===== src/mic_pkg.sv =====
package mic_pkg;

  localparam int VEC_W = 12;
  localparam int OFS_W = 4;
  localparam int PER_W = 5;
  localparam int LVL_W = 2;
  localparam int RNK_W = 3;
  localparam int ACT_W = 4;

  // Interrupt level codes carried on each source's level field.
  localparam logic [LVL_W-1:0] LVL_OFF  = 2'h0;
  localparam logic [LVL_W-1:0] LVL_LOW  = 2'h1;
  localparam logic [LVL_W-1:0] LVL_MED  = 2'h2;
  localparam logic [LVL_W-1:0] LVL_HIGH = 2'h3;

  // Ranks of no running handler and of the non-maskable class, which sits above every maskable level.
  localparam logic [RNK_W-1:0] RANK_NONE = 3'h0;
  localparam logic [RNK_W-1:0] RANK_NMI  = 3'h4;

  // Bit positions in the active-handler vector.
  localparam int ACT_LOW  = 0;
  localparam int ACT_MED  = 1;
  localparam int ACT_HIGH = 2;
  localparam int ACT_NMI  = 3;

  // Word addresses of the reset and interrupt vector table.
  localparam logic [VEC_W-1:0] RESET_VECTOR              = 12'h000;
  localparam logic [VEC_W-1:0] OSC_FAIL_VECTOR           = 12'h002;
  localparam logic [VEC_W-1:0] PORT_C_IRQ_BASE           = 12'h004;
  localparam logic [VEC_W-1:0] PORT_R_IRQ_BASE           = 12'h008;
  localparam logic [VEC_W-1:0] DMA_IRQ_BASE              = 12'h00c;
  localparam logic [VEC_W-1:0] RT_COUNTER_IRQ_BASE       = 12'h014;
  localparam logic [VEC_W-1:0] TWO_WIRE_C_IRQ_BASE       = 12'h018;
  localparam logic [VEC_W-1:0] TIMER_C0_IRQ_BASE         = 12'h01c;
  localparam logic [VEC_W-1:0] TIMER_C1_IRQ_BASE         = 12'h028;
  localparam logic [VEC_W-1:0] SERIAL_PERIPH_C_VECTOR    = 12'h030;
  localparam logic [VEC_W-1:0] UART_C0_IRQ_BASE          = 12'h032;
  localparam logic [VEC_W-1:0] USB_DEV_IRQ_BASE          = 12'h03e;
  localparam logic [VEC_W-1:0] SEG_DISPLAY_IRQ_BASE      = 12'h046;
  localparam logic [VEC_W-1:0] BLOCK_CIPHER_VECTOR       = 12'h048;
  localparam logic [VEC_W-1:0] NVM_CTRL_IRQ_BASE         = 12'h04a;
  localparam logic [VEC_W-1:0] PORT_B_IRQ_BASE           = 12'h04e;
  localparam logic [VEC_W-1:0] COMPARATOR_B_IRQ_BASE     = 12'h052;
  localparam logic [VEC_W-1:0] CONVERTER_B_IRQ_BASE      = 12'h058;
  localparam logic [VEC_W-1:0] PORT_D_IRQ_BASE           = 12'h060;
  localparam logic [VEC_W-1:0] PORT_G_IRQ_BASE           = 12'h064;
  localparam logic [VEC_W-1:0] PORT_M_IRQ_BASE           = 12'h068;
  localparam logic [VEC_W-1:0] PORT_E_IRQ_BASE           = 12'h06c;
  localparam logic [VEC_W-1:0] TIMER_E0_IRQ_BASE         = 12'h074;
  localparam logic [VEC_W-1:0] UART_E0_IRQ_BASE          = 12'h08a;
  localparam logic [VEC_W-1:0] PORT_A_IRQ_BASE           = 12'h096;
  localparam logic [VEC_W-1:0] COMPARATOR_A_IRQ_BASE     = 12'h09a;
  localparam logic [VEC_W-1:0] CONVERTER_A_IRQ_BASE      = 12'h0a0;

  // Peripheral identifiers presented on each source's peripheral field.
  localparam logic [PER_W-1:0] PER_OSC_FAIL     = 5'h00;
  localparam logic [PER_W-1:0] PER_PORT_C       = 5'h01;
  localparam logic [PER_W-1:0] PER_PORT_R       = 5'h02;
  localparam logic [PER_W-1:0] PER_DMA          = 5'h03;
  localparam logic [PER_W-1:0] PER_RT_COUNTER   = 5'h04;
  localparam logic [PER_W-1:0] PER_TWO_WIRE_C   = 5'h05;
  localparam logic [PER_W-1:0] PER_TIMER_C0     = 5'h06;
  localparam logic [PER_W-1:0] PER_TIMER_C1     = 5'h07;
  localparam logic [PER_W-1:0] PER_SERIAL_C     = 5'h08;
  localparam logic [PER_W-1:0] PER_UART_C0      = 5'h09;
  localparam logic [PER_W-1:0] PER_USB_DEV      = 5'h0a;
  localparam logic [PER_W-1:0] PER_SEG_DISPLAY  = 5'h0b;
  localparam logic [PER_W-1:0] PER_BLOCK_CIPHER = 5'h0c;
  localparam logic [PER_W-1:0] PER_NVM_CTRL     = 5'h0d;
  localparam logic [PER_W-1:0] PER_PORT_B       = 5'h0e;
  localparam logic [PER_W-1:0] PER_COMPARATOR_B = 5'h0f;
  localparam logic [PER_W-1:0] PER_CONVERTER_B  = 5'h10;
  localparam logic [PER_W-1:0] PER_PORT_D       = 5'h11;
  localparam logic [PER_W-1:0] PER_PORT_G       = 5'h12;
  localparam logic [PER_W-1:0] PER_PORT_M       = 5'h13;
  localparam logic [PER_W-1:0] PER_PORT_E       = 5'h14;
  localparam logic [PER_W-1:0] PER_TIMER_E0     = 5'h15;
  localparam logic [PER_W-1:0] PER_UART_E0      = 5'h16;
  localparam logic [PER_W-1:0] PER_PORT_A       = 5'h17;
  localparam logic [PER_W-1:0] PER_COMPARATOR_A = 5'h18;
  localparam logic [PER_W-1:0] PER_CONVERTER_A  = 5'h19;

endpackage : mic_pkg


===== src/mic_multilevel_irq_ctrl.sv =====
`timescale 1ns/10ps
// Overview of operation
// (RQ1) Each source carries a low, medium or high level and is handled by it.
// (RQ2) A pending medium request preempts a running low-level handler.
// (RQ3) A pending high request preempts running medium and low handlers.
// (RQ4) Among equal levels the smallest vector word address is granted.
// (RQ5) Optional round-robin among low-level requests so none starves.
// (RQ6) A non-maskable class exists that level masking cannot block.
// (RQ7) Oscillator failure is non-maskable through vector word address 0x002.
// (RQ8) Peripherals request only while enabled, configured and their condition holds.
// (RQ9) On acknowledge the core loads its program counter with the vector.
// (RQ10) Vector equals peripheral base vector plus the interrupt's offset.
// (RQ11) All vectors are program word addresses, not byte addresses.
// (RQ12) Single-interrupt peripherals use their table entry with no offset.
// (RQ13) The reset entry sits at word address 0x000.
// (RQ14) Port C, R and E bases are 0x004, 0x008 and 0x06C.
// (RQ15) Port B, D, A, G, M bases are 0x04E, 0x060, 0x096, 0x064, 0x068.
// (RQ16) DMA, real-time counter, two-wire bases are 0x00C, 0x014, 0x018.
// (RQ17) Timer C0, timer C1, timer E0 bases are 0x01C, 0x028, 0x074.
// (RQ18) Serial peripheral and block cipher vectors are 0x030 and 0x048.
// (RQ19) UART C0 and UART E0 bases are 0x032 and 0x08A.
// (RQ20) USB, segment display, memory controller bases are 0x03E, 0x046, 0x04A.
// (RQ21) Comparator B, converter B, comparator A, converter A: 0x052, 0x058, 0x09A, 0x0A0.
// (RQ22) After reset no handler is active and round-robin is off.
module mic_multilevel_irq_ctrl
  import mic_pkg::*;
#(
  parameter int NUM_SRC = 8
) (
  input  wire  logic                       SYS_CLK,
  input  wire  logic                       RESETN,
  input  wire  logic [NUM_SRC-1:0]         IRQ_REQ,
  input  wire  logic [NUM_SRC*LVL_W-1:0]   IRQ_LEVEL,
  input  wire  logic [NUM_SRC*PER_W-1:0]   IRQ_PERIPH,
  input  wire  logic [NUM_SRC*OFS_W-1:0]   IRQ_OFFSET,
  input  wire  logic [2:0]                 LEVEL_ENABLE,
  input  wire  logic                       RR_ENABLE,
  input  wire  logic                       OSC_FAIL,
  input  wire  logic                       INT_TAKE,
  input  wire  logic                       INT_RETURN,
  output logic                             INT_REQ,
  output logic [VEC_W-1:0]                 INT_VECTOR,
  output logic [LVL_W-1:0]                 INT_LEVEL,
  output logic                             INT_NMI,
  output logic                             ACK_VALID,
  output logic [$clog2(NUM_SRC+1)-1:0]     ACK_SRC,
  output logic [ACT_W-1:0]                 ACTIVE_LEVELS
);

  localparam int SRC_W = $clog2(NUM_SRC+1);
  localparam int KEY_W = RNK_W + 1 + VEC_W;
  localparam logic [SRC_W-1:0] NMI_SRC_ID = SRC_W'(NUM_SRC);

  typedef enum logic [2:0] {
    ST_IDLE   = 3'b001,
    ST_OFFER  = 3'b010,
    ST_SETTLE = 3'b100
  } mic_state_t;

  // Table lookup of a peripheral's base or complete vector.
  function automatic logic [VEC_W-1:0] base_of(input logic [PER_W-1:0] per);
    logic [VEC_W-1:0] b;
    b = RESET_VECTOR;
    case (per)
      PER_OSC_FAIL:     b = OSC_FAIL_VECTOR;           // RQ7

      PER_PORT_C:       b = PORT_C_IRQ_BASE;           // RQ14
      PER_PORT_R:       b = PORT_R_IRQ_BASE;           // RQ14
      PER_PORT_E:       b = PORT_E_IRQ_BASE;           // RQ14

      PER_PORT_B:       b = PORT_B_IRQ_BASE;           // RQ15
      PER_PORT_D:       b = PORT_D_IRQ_BASE;           // RQ15
      PER_PORT_A:       b = PORT_A_IRQ_BASE;           // RQ15
      PER_PORT_G:       b = PORT_G_IRQ_BASE;           // RQ15
      PER_PORT_M:       b = PORT_M_IRQ_BASE;           // RQ15

      PER_DMA:          b = DMA_IRQ_BASE;              // RQ16
      PER_RT_COUNTER:   b = RT_COUNTER_IRQ_BASE;       // RQ16
      PER_TWO_WIRE_C:   b = TWO_WIRE_C_IRQ_BASE;       // RQ16

      PER_TIMER_C0:     b = TIMER_C0_IRQ_BASE;         // RQ17
      PER_TIMER_C1:     b = TIMER_C1_IRQ_BASE;         // RQ17
      PER_TIMER_E0:     b = TIMER_E0_IRQ_BASE;         // RQ17

      PER_SERIAL_C:     b = SERIAL_PERIPH_C_VECTOR;    // RQ18
      PER_BLOCK_CIPHER: b = BLOCK_CIPHER_VECTOR;       // RQ18

      PER_UART_C0:      b = UART_C0_IRQ_BASE;          // RQ19
      PER_UART_E0:      b = UART_E0_IRQ_BASE;          // RQ19

      PER_USB_DEV:      b = USB_DEV_IRQ_BASE;          // RQ20
      PER_SEG_DISPLAY:  b = SEG_DISPLAY_IRQ_BASE;      // RQ20
      PER_NVM_CTRL:     b = NVM_CTRL_IRQ_BASE;         // RQ20

      PER_COMPARATOR_B: b = COMPARATOR_B_IRQ_BASE;     // RQ21
      PER_CONVERTER_B:  b = CONVERTER_B_IRQ_BASE;      // RQ21
      PER_COMPARATOR_A: b = COMPARATOR_A_IRQ_BASE;     // RQ21
      PER_CONVERTER_A:  b = CONVERTER_A_IRQ_BASE;      // RQ21

      default:          b = RESET_VECTOR;
    endcase
    return b;
  endfunction : base_of

  // Peripherals with one interrupt only; their entry is the whole vector.
  function automatic logic single_of(input logic [PER_W-1:0] per);
    return (per == PER_OSC_FAIL) ||
           (per == PER_SERIAL_C) ||
           (per == PER_BLOCK_CIPHER);
  endfunction : single_of

  // Word address of one interrupt; no byte scaling is applied anywhere.
  function automatic logic [VEC_W-1:0] vector_of(input logic [PER_W-1:0] per,
                                                 input logic [OFS_W-1:0] ofs);
    logic [VEC_W-1:0] v;
    v = base_of(per);
    if (!single_of(per)) begin                                     // RQ12
      v = v + {{(VEC_W-OFS_W){1'b0}}, ofs};                         // RQ10 RQ11
    end
    return v;
  endfunction : vector_of

  // Level off owns no enable bit and never qualifies; this also keeps the enable index in range.
  function automatic logic level_enabled(input logic [LVL_W-1:0] lvl,
                                         input logic [2:0]       en);
    logic on;
    on = 1'b0;
    case (lvl)
      LVL_OFF:  on = 1'b0;
      LVL_LOW:  on = en[ACT_LOW];
      LVL_MED:  on = en[ACT_MED];
      LVL_HIGH: on = en[ACT_HIGH];
    endcase
    return on;
  endfunction : level_enabled

  // One-hot place in the active vector for a handler of this class.
  function automatic logic [ACT_W-1:0] act_bit_of(input logic             nmi,
                                                  input logic [LVL_W-1:0] lvl);
    logic [ACT_W-1:0] b;
    b = '0;
    if (nmi) begin
      b[ACT_NMI] = 1'b1;
    end else if (lvl != LVL_OFF) begin
      b[lvl - LVL_LOW] = 1'b1;
    end
    return b;
  endfunction : act_bit_of

  mic_state_t             state_r;
  mic_state_t             state_nxt;
  logic [ACT_W-1:0]       active_r;
  logic [ACT_W-1:0]       active_nxt;
  logic [VEC_W-1:0]       last_low_r;
  logic                   rr_en_r;

  // Two-stage synchroniser; only the second stage feeds any logic.
  logic                   osc_s1_r;
  logic                   osc_s2_r;

  // Offer and acknowledge registers drive the outputs directly.
  logic                   int_req_r;
  logic [VEC_W-1:0]       int_vector_r;
  logic [LVL_W-1:0]       int_level_r;
  logic                   int_nmi_r;
  logic [SRC_W-1:0]       offer_src_r;
  logic                   ack_valid_r;
  logic [SRC_W-1:0]       ack_src_r;

  logic [NUM_SRC-1:0]     src_elig;
  logic [KEY_W-1:0]       src_key  [NUM_SRC];
  logic [VEC_W-1:0]       src_vec  [NUM_SRC];
  logic [LVL_W-1:0]       src_lvl  [NUM_SRC];

  logic [RNK_W-1:0]       act_top;
  logic [KEY_W-1:0]       best_key;
  logic [SRC_W-1:0]       best_idx;
  logic                   best_hit;
  logic [VEC_W-1:0]       best_vec;
  logic [LVL_W-1:0]       best_lvl;

  logic                   nmi_elig;
  logic                   any_win;
  logic [VEC_W-1:0]       win_vec;
  logic [LVL_W-1:0]       win_lvl;
  logic [SRC_W-1:0]       win_src;

  logic                   take_ok;
  logic                   reload;
  logic [ACT_W-1:0]       ret_clear;
  logic [ACT_W-1:0]       take_set;

  // The highest running handler sets the bar a new request must clear.
  assign act_top = active_r[ACT_NMI]  ? RANK_NMI :
                   active_r[ACT_HIGH] ? {1'b0, LVL_HIGH} :
                   active_r[ACT_MED]  ? {1'b0, LVL_MED} :
                   active_r[ACT_LOW]  ? {1'b0, LVL_LOW} : RANK_NONE;

  // Each source's fields are packed side by side, source 0 in the lowest bits.
  genvar gi;
  generate
    for (gi = 0; gi < NUM_SRC; gi++) begin : g_src
      logic lvl_on;
      logic rr_pref;
      assign src_lvl[gi] = IRQ_LEVEL[gi*LVL_W +: LVL_W];
      assign src_vec[gi] = vector_of(IRQ_PERIPH[gi*PER_W +: PER_W],
                                     IRQ_OFFSET[gi*OFS_W +: OFS_W]);
      // Sources trust the peripheral to request only when enabled and triggered.
      assign lvl_on = level_enabled(src_lvl[gi], LEVEL_ENABLE);               // RQ1 RQ8
      assign src_elig[gi] = IRQ_REQ[gi] && lvl_on && ({1'b0, src_lvl[gi]} > act_top); // RQ2 RQ3
      // Low sources beyond the last serviced one outrank those at or below it.
      assign rr_pref = rr_en_r && (src_lvl[gi] == LVL_LOW) && (src_vec[gi] > last_low_r); // RQ5
      assign src_key[gi] = {{1'b0, src_lvl[gi]}, rr_pref, ~src_vec[gi]};                // RQ1 RQ4
    end
  endgenerate

  // Largest key wins: level first, then round-robin preference, then lowest vector.
  always_comb begin
    best_key = '0;
    best_idx = '0;
    best_hit = 1'b0;
    best_vec = RESET_VECTOR;
    best_lvl = LVL_OFF;
    for (int i = 0; i < NUM_SRC; i++) begin
      if (src_elig[i] && (!best_hit || (src_key[i] > best_key))) begin // RQ4
        best_key = src_key[i];
        best_idx = SRC_W'(i);
        best_hit = 1'b1;
        best_vec = src_vec[i];
        best_lvl = src_lvl[i];
      end
    end
  end

  // Level enables do not gate the oscillator failure class.
  assign nmi_elig = osc_s2_r && !active_r[ACT_NMI];                 // RQ6 RQ7
  assign any_win  = nmi_elig || best_hit;
  assign win_vec  = nmi_elig ? OSC_FAIL_VECTOR : best_vec;          // RQ7
  assign win_lvl  = nmi_elig ? LVL_HIGH : best_lvl;
  assign win_src  = nmi_elig ? NMI_SRC_ID : best_idx;

  assign take_ok = (state_r == ST_OFFER) && INT_TAKE;               // RQ9
  assign reload  = ((state_r == ST_IDLE) || (state_r == ST_OFFER)) && !take_ok;

  // Returning ends the highest running handler; a take in the same cycle still lands.
  assign ret_clear = !INT_RETURN         ? '0 :
                     active_r[ACT_NMI]   ? ACT_W'(1 << ACT_NMI) :
                     active_r[ACT_HIGH]  ? ACT_W'(1 << ACT_HIGH) :
                     active_r[ACT_MED]   ? ACT_W'(1 << ACT_MED) :
                     active_r[ACT_LOW]   ? ACT_W'(1 << ACT_LOW) : '0;
  assign take_set  = take_ok ? act_bit_of(int_nmi_r, int_level_r) : '0;
  assign active_nxt = (active_r & ~ret_clear) | take_set;           // RQ2 RQ3

  // Settle gives the granted peripheral one cycle to drop its request.
  always_comb begin
    state_nxt = state_r;
    unique case (state_r)
      ST_IDLE: begin
        if (any_win) begin
          state_nxt = ST_OFFER;
        end
      end
      // A take ends the offer; losing every eligible source withdraws it.
      ST_OFFER: begin
        if (INT_TAKE) begin
          state_nxt = ST_SETTLE;
        end else if (!any_win) begin
          state_nxt = ST_IDLE;
        end
      end
      ST_SETTLE: begin
        state_nxt = ST_IDLE;
      end
      default: begin
        state_nxt = ST_IDLE;
      end
    endcase
  end

  always_ff @(posedge SYS_CLK or negedge RESETN) begin
    if (!RESETN) begin
      osc_s1_r <= 1'b0;
      osc_s2_r <= 1'b0;
    end else begin
      osc_s1_r <= OSC_FAIL;
      osc_s2_r <= osc_s1_r;
    end
  end

  always_ff @(posedge SYS_CLK or negedge RESETN) begin
    if (!RESETN) begin
      state_r    <= ST_IDLE;
      active_r   <= '0;                                             // RQ22
      rr_en_r    <= 1'b0;                                           // RQ22
      last_low_r <= RESET_VECTOR;
    end else begin
      state_r    <= state_nxt;
      active_r   <= active_nxt;
      rr_en_r    <= RR_ENABLE;
      if (take_ok && !int_nmi_r && (int_level_r == LVL_LOW)) begin
        last_low_r <= int_vector_r;                                 // RQ5
      end
    end
  end

  // The offer follows the current winner so a later, higher request replaces it.
  always_ff @(posedge SYS_CLK or negedge RESETN) begin
    if (!RESETN) begin
      int_req_r    <= 1'b0;
      int_vector_r <= RESET_VECTOR;                                 // RQ13
      int_level_r  <= LVL_OFF;
      int_nmi_r    <= 1'b0;
      offer_src_r  <= '0;
    end else if (reload) begin
      int_req_r    <= any_win;
      int_vector_r <= win_vec;                                      // RQ9
      int_level_r  <= win_lvl;
      int_nmi_r    <= nmi_elig;
      offer_src_r  <= win_src;
    end else begin
      int_req_r    <= 1'b0;
    end
  end

  always_ff @(posedge SYS_CLK or negedge RESETN) begin
    if (!RESETN) begin
      ack_valid_r <= 1'b0;
      ack_src_r   <= '0;
    end else begin
      ack_valid_r <= take_ok;
      if (take_ok) begin
        ack_src_r <= offer_src_r;
      end
    end
  end

  assign INT_REQ       = int_req_r;
  assign INT_VECTOR    = int_vector_r;
  assign INT_LEVEL     = int_level_r;
  assign INT_NMI       = int_nmi_r;
  assign ACK_VALID     = ack_valid_r;
  assign ACK_SRC       = ack_src_r;
  assign ACTIVE_LEVELS = active_r;

endmodule : mic_multilevel_irq_ctrl


===== config.mk =====
export PLATFORM = sky130hd
export DESIGN_NAME = mic_multilevel_irq_ctrl
export DESIGN_NICKNAME = d
export VERILOG_FILES = /design/src/mic_pkg.sv /design/src/mic_multilevel_irq_ctrl.sv
export SDC_FILE = /design/constraint.sdc
export NUM_CORES = 1
export LEC_CHECK = 0
export BUFFER_PORTS_ARGS = -buffer_cell sky130_fd_sc_hd__buf_2
export CORE_AREA = 2 2 145 147
export CTS_CLUSTER_DIAMETER = 50
export DETAILED_ROUTE_END_ITERATION = 12
export DIE_AREA = 0 0 147 149
export PLACE_DENSITY_LB_ADDON = 0.12
export SLEW_MARGIN = 15
export SYNTH_ARGS = -nofsm -noshare
export SYNTH_HDL_FRONTEND = slang
export SYNTH_SLANG_ARGS = --single-unit

===== constraint.sdc =====
create_clock -name SYS_CLK -period 19 [get_ports SYS_CLK]
set_input_delay 4.75 -clock SYS_CLK [delete_from_list [all_inputs] [get_ports SYS_CLK]]
set_output_delay 4.75 -clock SYS_CLK [all_outputs]
set_load 0.05 [all_outputs]

======== Yosys cells after proc, flatten, opt, wreduce, memory -nomap -nowiden ========
Memory sizes are Yosys's and may differ from the RTL's.
Cells that the tools add are included.
cells by class
  add/subtract/negate cells ............... 9
  bitwise logic cells ..................... 11
  mux-type cells .......................... 77
  reduce and logical (&&, ||, !) cells .... 98
  order comparisons ....................... 25
  equal/unequal tests ..................... 45
operators with widths
  operator                                       number
  2-to-1 mux 12 bit                              17
  > comparator 15 x 16 -> 1 bit                  7
  adder 12 x 4 -> 12 bit                         8
  > comparator 12 bit                            8
  2-to-1 mux 16 bit                              6
  NOT 12 bit                                     8
  == test 5 x 4 -> 1 bit, second input constant  16
  logical AND 1 bit                              45
  2-to-1 mux 4 bit                               11
  logical NOT 5 bit                              8
  == test 2 bit, second input constant           16
  case mux 1 bit (4 select lines)                8
  logical OR 1 bit                               25
  > comparator 2 x 3 -> 1 bit                    8
  2-to-1 mux 2 bit                               12
  == test 2 x 1 -> 1 bit, second input constant  9
  2-to-1 mux 3 bit                               6
  logical NOT 2 bit                              8
  2-to-1 mux 15 bit                              1
  2-to-1 mux 1 bit                               14
  logical NOT 1 bit                              10
  case mux 3 bit (2 select lines)                1
  AND 4 bit                                      1
  NOT 4 bit                                      1
  other kinds (11)                               11
word-level totals
  output and inout port bits .............. 25
  bits in registers ....................... 47
  memories kept ........................... 8
  word-level logic and storage cells ...... 286
  bits in read-only memories .............. 1792
memory list
  name              words  bits a word  read ports  clocked after Yosys merged registers in  write ports  line                           source
  (name not given)  32     7            1           0                                        0            mic_multilevel_irq_ctrl.sv:64  case (per)
  (name not given)  32     7            1           0                                        0            mic_multilevel_irq_ctrl.sv:64
  (name not given)  32     7            1           0                                        0            mic_multilevel_irq_ctrl.sv:64
  (name not given)  32     7            1           0                                        0            mic_multilevel_irq_ctrl.sv:64
  (name not given)  32     7            1           0                                        0            mic_multilevel_irq_ctrl.sv:64
  (name not given)  32     7            1           0                                        0            mic_multilevel_irq_ctrl.sv:64
  2 more memories   -      -            -           -                                        -            -

======== Depth between registers and ports, before layout ========
Gate-level depths: netlist of the first run.
  depth in word-level cells ............... 39
  gate-level depth with buffers ........... 88

======== Least setup slack after synthesis of the first run ========
Ideal clock, no wire load.
  path kind ............................... input port to flip-flop
  start point ............................. input port IRQ_PERIPH[4]
  end point ............................... register int_vector_r[1] (netlist: INT_VECTOR[1])
  data required time ...................... 18874 ps
  arrival time ............................ 19712 ps
  buffers on the path ..................... 12
  slack ................................... -838 ps
  stages .................................. 81
  setup time .............................. 126 ps
  cell sequence ........................... clkbuf_1 > nor2_1 > a21oi_1 > nor2_1 > o32ai_1 > inv_1 > fa_1 > nor2b_1 > o22ai_1 > nor3_1 > xnor2_1 > inv_1 > ha_1 > nand3_1 > nor3_1 > nor4b_1 > o2111ai_1 > ha_1 > (+45 left out) > a21o_1 > a211oi_1 > nand2b_1 > o311ai_1 > a21o_1 > buf_2 > buf_2 > mux2_2 > ha_1 > a21o_1 > a21oi_1 > nand2b_1 > o31ai_1 > a21oi_1 > nor2_1 > o311ai_1 > a311oi_1 > nor3_1
on the way
  cells in the longest elaborated chain, start to end .. 36
  elaborated cells between the ends (all ways) .. 60
RTL lines
  item                                                                            line                            source
  from (decl)                                                                     mic_multilevel_irq_ctrl.sv:34   input wire logic [NUM_SRC*PER_W-1:0] IRQ_PERIPH,
  parallel branches: the longest is 3 deep, another holds adder 12 x 4 -> 12 bit  -
  2-to-1 mux 12 bit *                                                             mic_multilevel_irq_ctrl.sv:117  if (!single_of(per)) begin
  > comparator 12 bit                                                             mic_multilevel_irq_ctrl.sv:212  assign rr_pref = rr_en_r && (src_lvl[gi] == LVL_LOW) && (src_vec[gi] > last_low_r);
  logical AND 1 bit                                                               mic_multilevel_irq_ctrl.sv:212
  2-to-1 mux 15 bit                                                               mic_multilevel_irq_ctrl.sv:225  if (src_elig[i] && (!best_hit || (src_key[i] > best_key))) begin
  > comparator 15 x 16 -> 1 bit                                                   mic_multilevel_irq_ctrl.sv:225
  logical OR 1 bit                                                                mic_multilevel_irq_ctrl.sv:225
  logical AND 1 bit                                                               mic_multilevel_irq_ctrl.sv:225
  (+18 left out)                                                                  -
  logical OR 1 bit                                                                mic_multilevel_irq_ctrl.sv:225
  logical AND 1 bit                                                               mic_multilevel_irq_ctrl.sv:225
  2-to-1 mux 16 bit / 2-to-1 mux 1 bit (equally long branches)                    mic_multilevel_irq_ctrl.sv:225
  > comparator 15 x 16 -> 1 bit / logical NOT 1 bit (equally long branches)       mic_multilevel_irq_ctrl.sv:225
  logical OR 1 bit                                                                mic_multilevel_irq_ctrl.sv:225
  logical AND 1 bit                                                               mic_multilevel_irq_ctrl.sv:225
  2-to-1 mux 12 bit *                                                             mic_multilevel_irq_ctrl.sv:225
  2-to-1 mux 12 bit *                                                             mic_multilevel_irq_ctrl.sv:238  assign win_vec = nmi_elig ? OSC_FAIL_VECTOR : best_vec;
  to (signal assigned)                                                            mic_multilevel_irq_ctrl.sv:316  int_vector_r <= win_vec;
  to (decl)                                                                       mic_multilevel_irq_ctrl.sv:163  logic [VEC_W-1:0] int_vector_r;
Every way passes the cells marked *.
A chain may end at the register's enable or synchronous reset.

======== Worst setup path in the final report of the first run ========
  start point ............................. input port IRQ_PERIPH[0]
  end point ............................... register int_vector_r[1] (netlist: INT_VECTOR[1])
Same word-level chain as after synthesis.

==> run metrics, run 1 <==
site row count 53; failing checks setup timing; Place WS -0.891 ns; hold-fix buffer count after cts 0; Die Y 149 um; Reg2Reg Depth 79; maxcap violations 0; HP Class reg2reg; Logic pwr share 0.850; Async SR Flop Fraction 1.00; Die X 147 um; grt peak-use layer met2; final setup skew 0.00964 ns; final period utilization 1.03; number of enable flip-flop cells after synthesis 0; Slew Viols, Final 0; Unique masters post-synth 91; CTS sink count 40; First-pass DRT Iterations 6; Finished Layout Cells 2,264; vias per cell 6.27; cell area power density 88.4 nW/um2; Worst-path clk slew 0.06 ns; part of the power in registers 0.094; Slew headroom 0.119; antenna cells 0; Fmax 50.9 MHz; initial antenna violation count 0; Worst Path Max Fanout 9; post-layout minimum cycle time 19.65 ns; r2r setup slk 4.31 ns; ys flop type dfrtp_1; fin util 0.795; WS Path Type in2reg; CP delay by family, top compound AO/OA/AOI/OAI gates; Worst Path Required 19.16 ns; core area 20,600 um2; vias in the first global route 12,700; Design Area, Final 16,300 um2; crit path max-delay cell type fa_2; NetSw 0.000757 W; Syn Std Cell Area 12,100 um2; RR Endpoint INT_VECTOR[1]$_DFFE_PN0P_; placed inst area 14,600 um2; total power 0.00144 W; Syn-to-layout area delta 35.3%; Max VDD drop 0.0578 mV; cell count after synthesis 1,627; Final Hold Viols 0; Initial Util 0.588; IO buf count 126; Worst Setup Start Kind input pin; Final ANT Viol Nets 0; Synth Warn # 0; share of layout cells above drive strength 1 0.311; worst path arrival time 19.81 ns; clock buffer depth 2; met1 Use GR 0.501; Overall Global Routing Usage 0.365; DRC violations left 0; Pleak 8.14 nW; clock power share 0.056; design internal power 0.000687 W; Wirelength per Cell 19.6 um; met3 usage 0.0388; CTS tree built; grt total ovfl 0; WHS Path Cells 0; Worst-Margin Slew 1.30 ns; die area 21,900 um2; pin count of the biggest net entering global routing 41; crit path setup slack, layout -0.649 ns; WP buf/inv 15; register area share after synthesis 0.0830; DRT iter0 DRCs 1,321; Final Net Count 2,365; syn avg cell area 7.43 um2; met2 GRT Util 0.593; Crit path largest cell delay 0.56 ns; routability cong. 1.05; first-pass GRT wire length 64.9 mm; Cells after DPL 2,209; HPWL Detailed 33.6 mm; register bit total from synthesis 40; status finished with violations; via count 14,200; H-tree Lvls 2; I/O pin count 130; most frequent CP cell a21oi_2; CP endpoint kind flip-flop; min-delay src osc_s1_r$_DFF_PN0_; R2R Path Start ACTIVE_LEVELS[1]$_DFF_PN0_; total CTS buffers 5; # setup viols final 13; root buffer cell clkbuf_16; RSZ-0062 raised after global routing true; routed wire length 44.3 mm; Clk Latency, worst-skew pair 0.28 ns; WHS Endpoint osc_s2_r$_DFF_PN0_; switching part of the total 0.524
==> worst max-delay path by stage <==
stage | end | slack (ns) | cells after the start | startpoint
final | INT_VECTOR[1]$_DFFE_PN0P_ | -0.65 | 86 | IRQ_PERIPH[0]
after global routing | INT_VECTOR[1]$_DFFE_PN0P_ | -1.29 | 85 | IRQ_PERIPH[1]
after CTS | INT_VECTOR[6]$_DFFE_PN0P_ | 0.007 | 84 | IRQ_PERIPH[5]
after detailed placement | INT_VECTOR[6]$_DFFE_PN0P_ | -0.89 | 77 | IRQ_PERIPH[0]
after global placement | INT_VECTOR[1]$_DFFE_PN0P_ | -0.79 | 82 | IRQ_PERIPH[0]
after floorplan | INT_VECTOR[6]$_DFFE_PN0P_ | 0.04 | 82 | IRQ_PERIPH[5]
==> placed cells by master, fill, tap and decap left out, types with 20 or more instances in the layout <==
cell,count
buf_2,122
o21ai_0,75
buf_4,252
a21oi_2,27
mux2i_1,27
nand4_1,21
ha_1,234
nand3_1,45
nor2b_1,56
dfrtp_1,39
o21ai_1,20
nand2_1,135
o21a_1,20
a21o_1,44
nor2_1,101
nand2b_1,40
inv_1,150
ha_4,25
a21oi_1,83
==> cell usage after synthesis (all sizes together) (6+ instances only) <==
cell / n / share of area
a32oi: 6 / 0.0043
nor3b: 8 / 0.0050
a22oi: 13 / 0.0085
nand3b: 15 / 0.0093
nand2b: 40 / 0.021
nor2b: 59 / 0.031
o2111a: 7 / 0.0065
nor3: 26 / 0.011
mux2i: 30 / 0.025
a31oi: 15 / 0.0083
clkbuf: 39 / 0.012
mux2: 18 / 0.017
and3: 6 / 0.0031
o21bai: 6 / 0.0037
o221ai: 11 / 0.0085
inv: 164 / 0.051
or2: 7 / 0.0036
xnor2: 13 / 0.0094
and2: 12 / 0.0062
a311oi: 6 / 0.0043
dfrtp: 39 / 0.081
nor2: 108 / 0.034
fa: 8 / 0.013
nand2: 145 / 0.045
nand4: 21 / 0.011
o21ai: 104 / 0.043
a221oi: 13 / 0.011
a211oi: 21 / 0.013
o21a: 20 / 0.012
o31ai: 10 / 0.0062
nand3: 54 / 0.022
a21oi: 115 / 0.050
ha: 263 / 0.27
buf: 21 / 0.012
o311ai: 9 / 0.0065
xor2: 18 / 0.013
o211ai: 21 / 0.014
a21o: 45 / 0.028
o22ai: 16 / 0.0083
==> through the flow <==
stage,hold WS (ns),TNS (ns)
after floorplan,0.331,0
after global placement,0.343,-7.78
after detailed placement,0.341,-9.43
after CTS,0.353,0
after global routing,0.377,-14.56
final,0.353,-6.40
==> flip-flops by register name, summed over array words and instances, names as in the netlist <==
name and cells:
ACK_SRC 4, ACK_VALID 1, ACTIVE_LEVELS 4, INT_LEVEL 2, INT_NMI 1, INT_REQ 1, INT_VECTOR 9, last_low_r 9
offer_src_r 3, osc_s1_r 1, osc_s2_r 1, rr_en_r 1, state_r 3
==> cell type report <==
type	instances	area [um2]
Tap cell	275	344
Timing Repair Buffer	398	2820
Clock inverter	2	12.5
Fill cell	1482	4210
Clock buffer	5	125
Multi-Input combinational cell	1380	11400
Inverter	164	628
Sequential cell	40	1000
==> power groups by stage <==
| stage | clock network [W] | registers [W] | logic (W) |
|---|---|---|---|
| 2_1_floorplan | 0 | 0.000182 | 0.000581 |
| 3_3_place_gp | 0 | 0.000135 | 0.000980 |
| 3_5_place_dp | 0 | 0.000137 | 0.00101 |
| 4_1_cts | 0.0000809 | 0.000135 | 0.00105 |
| 5_1_grt | 0.0000849 | 0.000139 | 0.00132 |
| 6_report | 0.0000807 | 0.000136 | 0.00123 |
==> worst register-to-register path: cells and delay by family, from the launching register on <==
kind	cells	cell delay [ns]
buffers and inverters	14	1.82
adder cells (fa/ha/maj)	8	2.23
flip-flops	1	0.42
AND/OR/NAND/NOR	20	3.00
multiplexers	1	0.30
AO/OA/AOI/OAI	36	6.77
==> cells by family (layout without fill, tap and decap cells) <==
| kind of cell | after synthesis | in the layout | synth area share |
|---|---|---|---|
| simple gates | 522 | 523 | 0.215 |
| compound gates | 489 | 489 | 0.277 |
| fa+ha+maj | 271 | 271 | 0.286 |
| buf+inv | 224 | 569 | 0.0751 |
| mux | 48 | 48 | 0.0416 |
| flops | 40 | 40 | 0.0830 |
| xor+xnor | 31 | 31 | 0.0225 |
| other cells | 2 | 18 | 0.000622 |
==> routing by layer <==
layer	part of all wire	wire [um]
met5	0	0
met3	0.085	3780
met1	0.41	18200
met4	0.053	2370
met2	0.45	19900
==> what timing repair did <==
item                                    in CTS  in global routing
gates cloned                                 1                  1
buffers inserted                            12                 34
pin swaps                                   25                 78
endpoints found under the setup margin      13                 13
gates resized for setup                     50                200
No activity file was read; power rests on OpenSTA's default activity.
==> inputs of run 2 (changes only) <==
clock period = 24.8 ns   (was 19 ns; I/O delays follow)
==> run 2 against run 1 <==
Against the previous run:
- critical path depth fell by 8
- routed wire length decreased by 14%
- non-clock buffer count fell by 254
- sequential share of layout area grew 1.5 points
- worst hold slack improved by 0.014 ns
- die area is the same
- total power down 39%
- clock skew down 0.0017 ns
- the run now ends clean
==> run metrics, run 2 (same netlist as run 1, synthesis figures left out) <==
status complete, no violations (was finished with violations); root buffer cell clkbuf_16 (unchanged); Finished Layout Cells 2,010 (was 2,264); Slew Viols, Final 0 (unchanged); Cells after DPL 2,002 (was 2,209); final period utilization 0.944; Worst Setup Start Kind input pin (unchanged); Initial Util 0.588 (unchanged); r2r setup slk 7.76 ns (was 4.31 ns); Die Y 149 um (unchanged); crit path max-delay cell type o311ai_0 (was fa_2); WHS Path Cells 0 (unchanged); final setup skew 0.00799 ns (was 0.00964 ns); share of layout cells above drive strength 1 0.116 (was 0.311); clock buffer depth 2 (unchanged); I/O pin count 130 (unchanged); Final ANT Viol Nets 0 (unchanged); vias per cell 6.29 (was 6.27); Worst Path Max Fanout 26 (was 9); antenna cells 0 (unchanged); Syn-to-layout area delta 8.75% (was 35.3%); IO buf count 126 (unchanged); most frequent CP cell ha_1 (was a21oi_2); DRC violations left 0 (unchanged); Worst-Margin Slew 0.989 ns (was 1.30 ns); Worst-path clk slew 0.06 ns (about the same); post-layout minimum cycle time 23.41 ns; initial antenna violation count 0 (unchanged); DRT iter0 DRCs 999 (was 1,321); routability cong. 1.10 (was 1.05); most common cell after layout, fill and taps aside ha_1 (was buf_4); total power 0.000878 W (was 0.00144 W); WS Path Type in2reg (unchanged); Crit path largest cell delay 0.71 ns (was 0.56 ns); Final Hold Viols 0 (unchanged); maxcap violations 0 (unchanged); First-pass DRT Iterations 5 (was 6); cell area power density 66.8 nW/um2 (was 88.4 nW/um2); worst path arrival time 23.58 ns (was 19.81 ns); hold-fix buffer count after cts 0 (unchanged); Overall Global Routing Usage 0.339 (was 0.365); Final Net Count 2,110 (was 2,365); CTS sink count 40 (unchanged); core area 20,600 um2 (unchanged); Die X 147 um (unchanged); Fmax 42.7 MHz; Post CTS Setup Buffer Count 0 (was 12); HPWL Detailed 30.8 mm (was 33.6 mm); pin count of the biggest net entering global routing 41 (unchanged); routed wire length 38.3 mm (was 44.3 mm); leading cell types in the layout, fill and taps excluded ha_1, inv_1, nand2_1, buf_2, a21oi_1 (was buf_4, ha_1, inv_1, nand2_1, buf_2); grt total ovfl 0 (unchanged); HP Class reg2reg (unchanged); CP endpoint kind flip-flop (unchanged); first-pass GRT wire length 60.3 mm (was 64.9 mm); Worst Path Required 24.97 ns (was 19.16 ns); fin util 0.639 (was 0.795); Post-Route Setup TNS 0 ns (was -6.40 ns); via count 12,600 (was 14,200); Clk Latency, worst-skew pair 0.28 ns (about the same); total CTS buffers 5 (unchanged); CTS tree built (unchanged); Wirelength per Cell 19.0 um (was 19.6 um); Max VDD drop 0.0419 mV (was 0.0578 mV); # setup viols final 0 (was 13); die area 21,900 um2 (unchanged); Reg2Reg Depth 70 (was 79); H-tree Lvls 2 (unchanged); vias in the first global route 11,400 (was 12,700); worst hold margin 0.367 ns (was 0.353 ns); site row count 53 (unchanged); Slew headroom 0.332 (was 0.119); Pleak 6.66 nW (was 8.14 nW)
-- run 2: cell types whose count changed in the layout (fill, tap and decap cells not counted), moves of 11 or more --
cell | previous run | this run
nor3_2 | 11 | 0
buf_6 | 17 | 0
ha_4 | 25 | 0
buf_4 | 252 | 18
nor3_1 | 13 | 26
o21ai_0 | 75 | 88
a21oi_2 | 27 | 3
ha_1 | 234 | 263
a21oi_1 | 83 | 110
inv_1 | 150 | 162
-- run 2: what timing repair did --
item,4_1_cts,5_1_grt
endpoints found under the setup margin,0,12
gates resized for setup,0,4
hold endpoints to repair,0,0
-- run 2: per-layer routing --
metal / vias up / global-route usage / wire length, um
li1: 6129 / - / -
met1: 5822 / 0.479 / 17100
met2: 587 / 0.535 / 16400
met3: 105 / 0.0483 / 3250
met4: 0 / 0.107 / 1480
met5: - / 0 / 0
-- run 2: critical path, delay by kind of cell --
family / cells / cell delay [ns]
buf+inv: 9 / 1.58
compound gates: 38 / 9.24
mux: 1 / 0.44
fa+ha+maj: 10 / 3.21
simple gates: 20 / 2.91
-- run 2: cell type report --
class	count	area [um2]
Clock buffer	5	125
Clock inverter	3	42.5
Multi-Input combinational cell	1379	10200
Tap cell	275	344
Sequential cell	40	1000
Timing Repair Buffer	144	766
Fill cell	1930	7420
Inverter	164	616
-- run 2: where the power goes --
group / switching, W / total, W / internal [W]
clock: 0.0000256 / 0.0000728 / 0.0000472
sequential: 0.0000166 / 0.000105 / 0.0000886
combinational: 0.000444 / 0.000700 / 0.000256
total: 0.000486 / 0.000878 / 0.000392
-- run 2: per-stage QoR --
| stage | cell area [um2] | worst slack, ns |
|---|---|---|
| finish | 13100 | 1.39 |
| global route | 13100 | -0.00234 |
| CTS | 13100 | 1.15 |
| detailed placement | 13000 | 0.901 |
| global placement | 13000 | 1.16 |
| floorplan | 12100 | 3.51 |
-- run 2: worst paths after layout --
kind | end | start
worst max register to register | INT_VECTOR[1]$_DFFE_PN0P_ | ACTIVE_LEVELS[1]$_DFF_PN0_
max in group asynchronous | last_low_r[4]$_DFFE_PN0P_ | RESETN
worst min register to register | osc_s2_r$_DFF_PN0_ | osc_s1_r$_DFF_PN0_
worst max-delay path | INT_VECTOR[1]$_DFFE_PN0P_ | IRQ_PERIPH[0]
worst min-delay path | osc_s2_r$_DFF_PN0_ | osc_s1_r$_DFF_PN0_
min in group asynchronous | state_r[2]$_DFFE_PN0P_ | RESETN
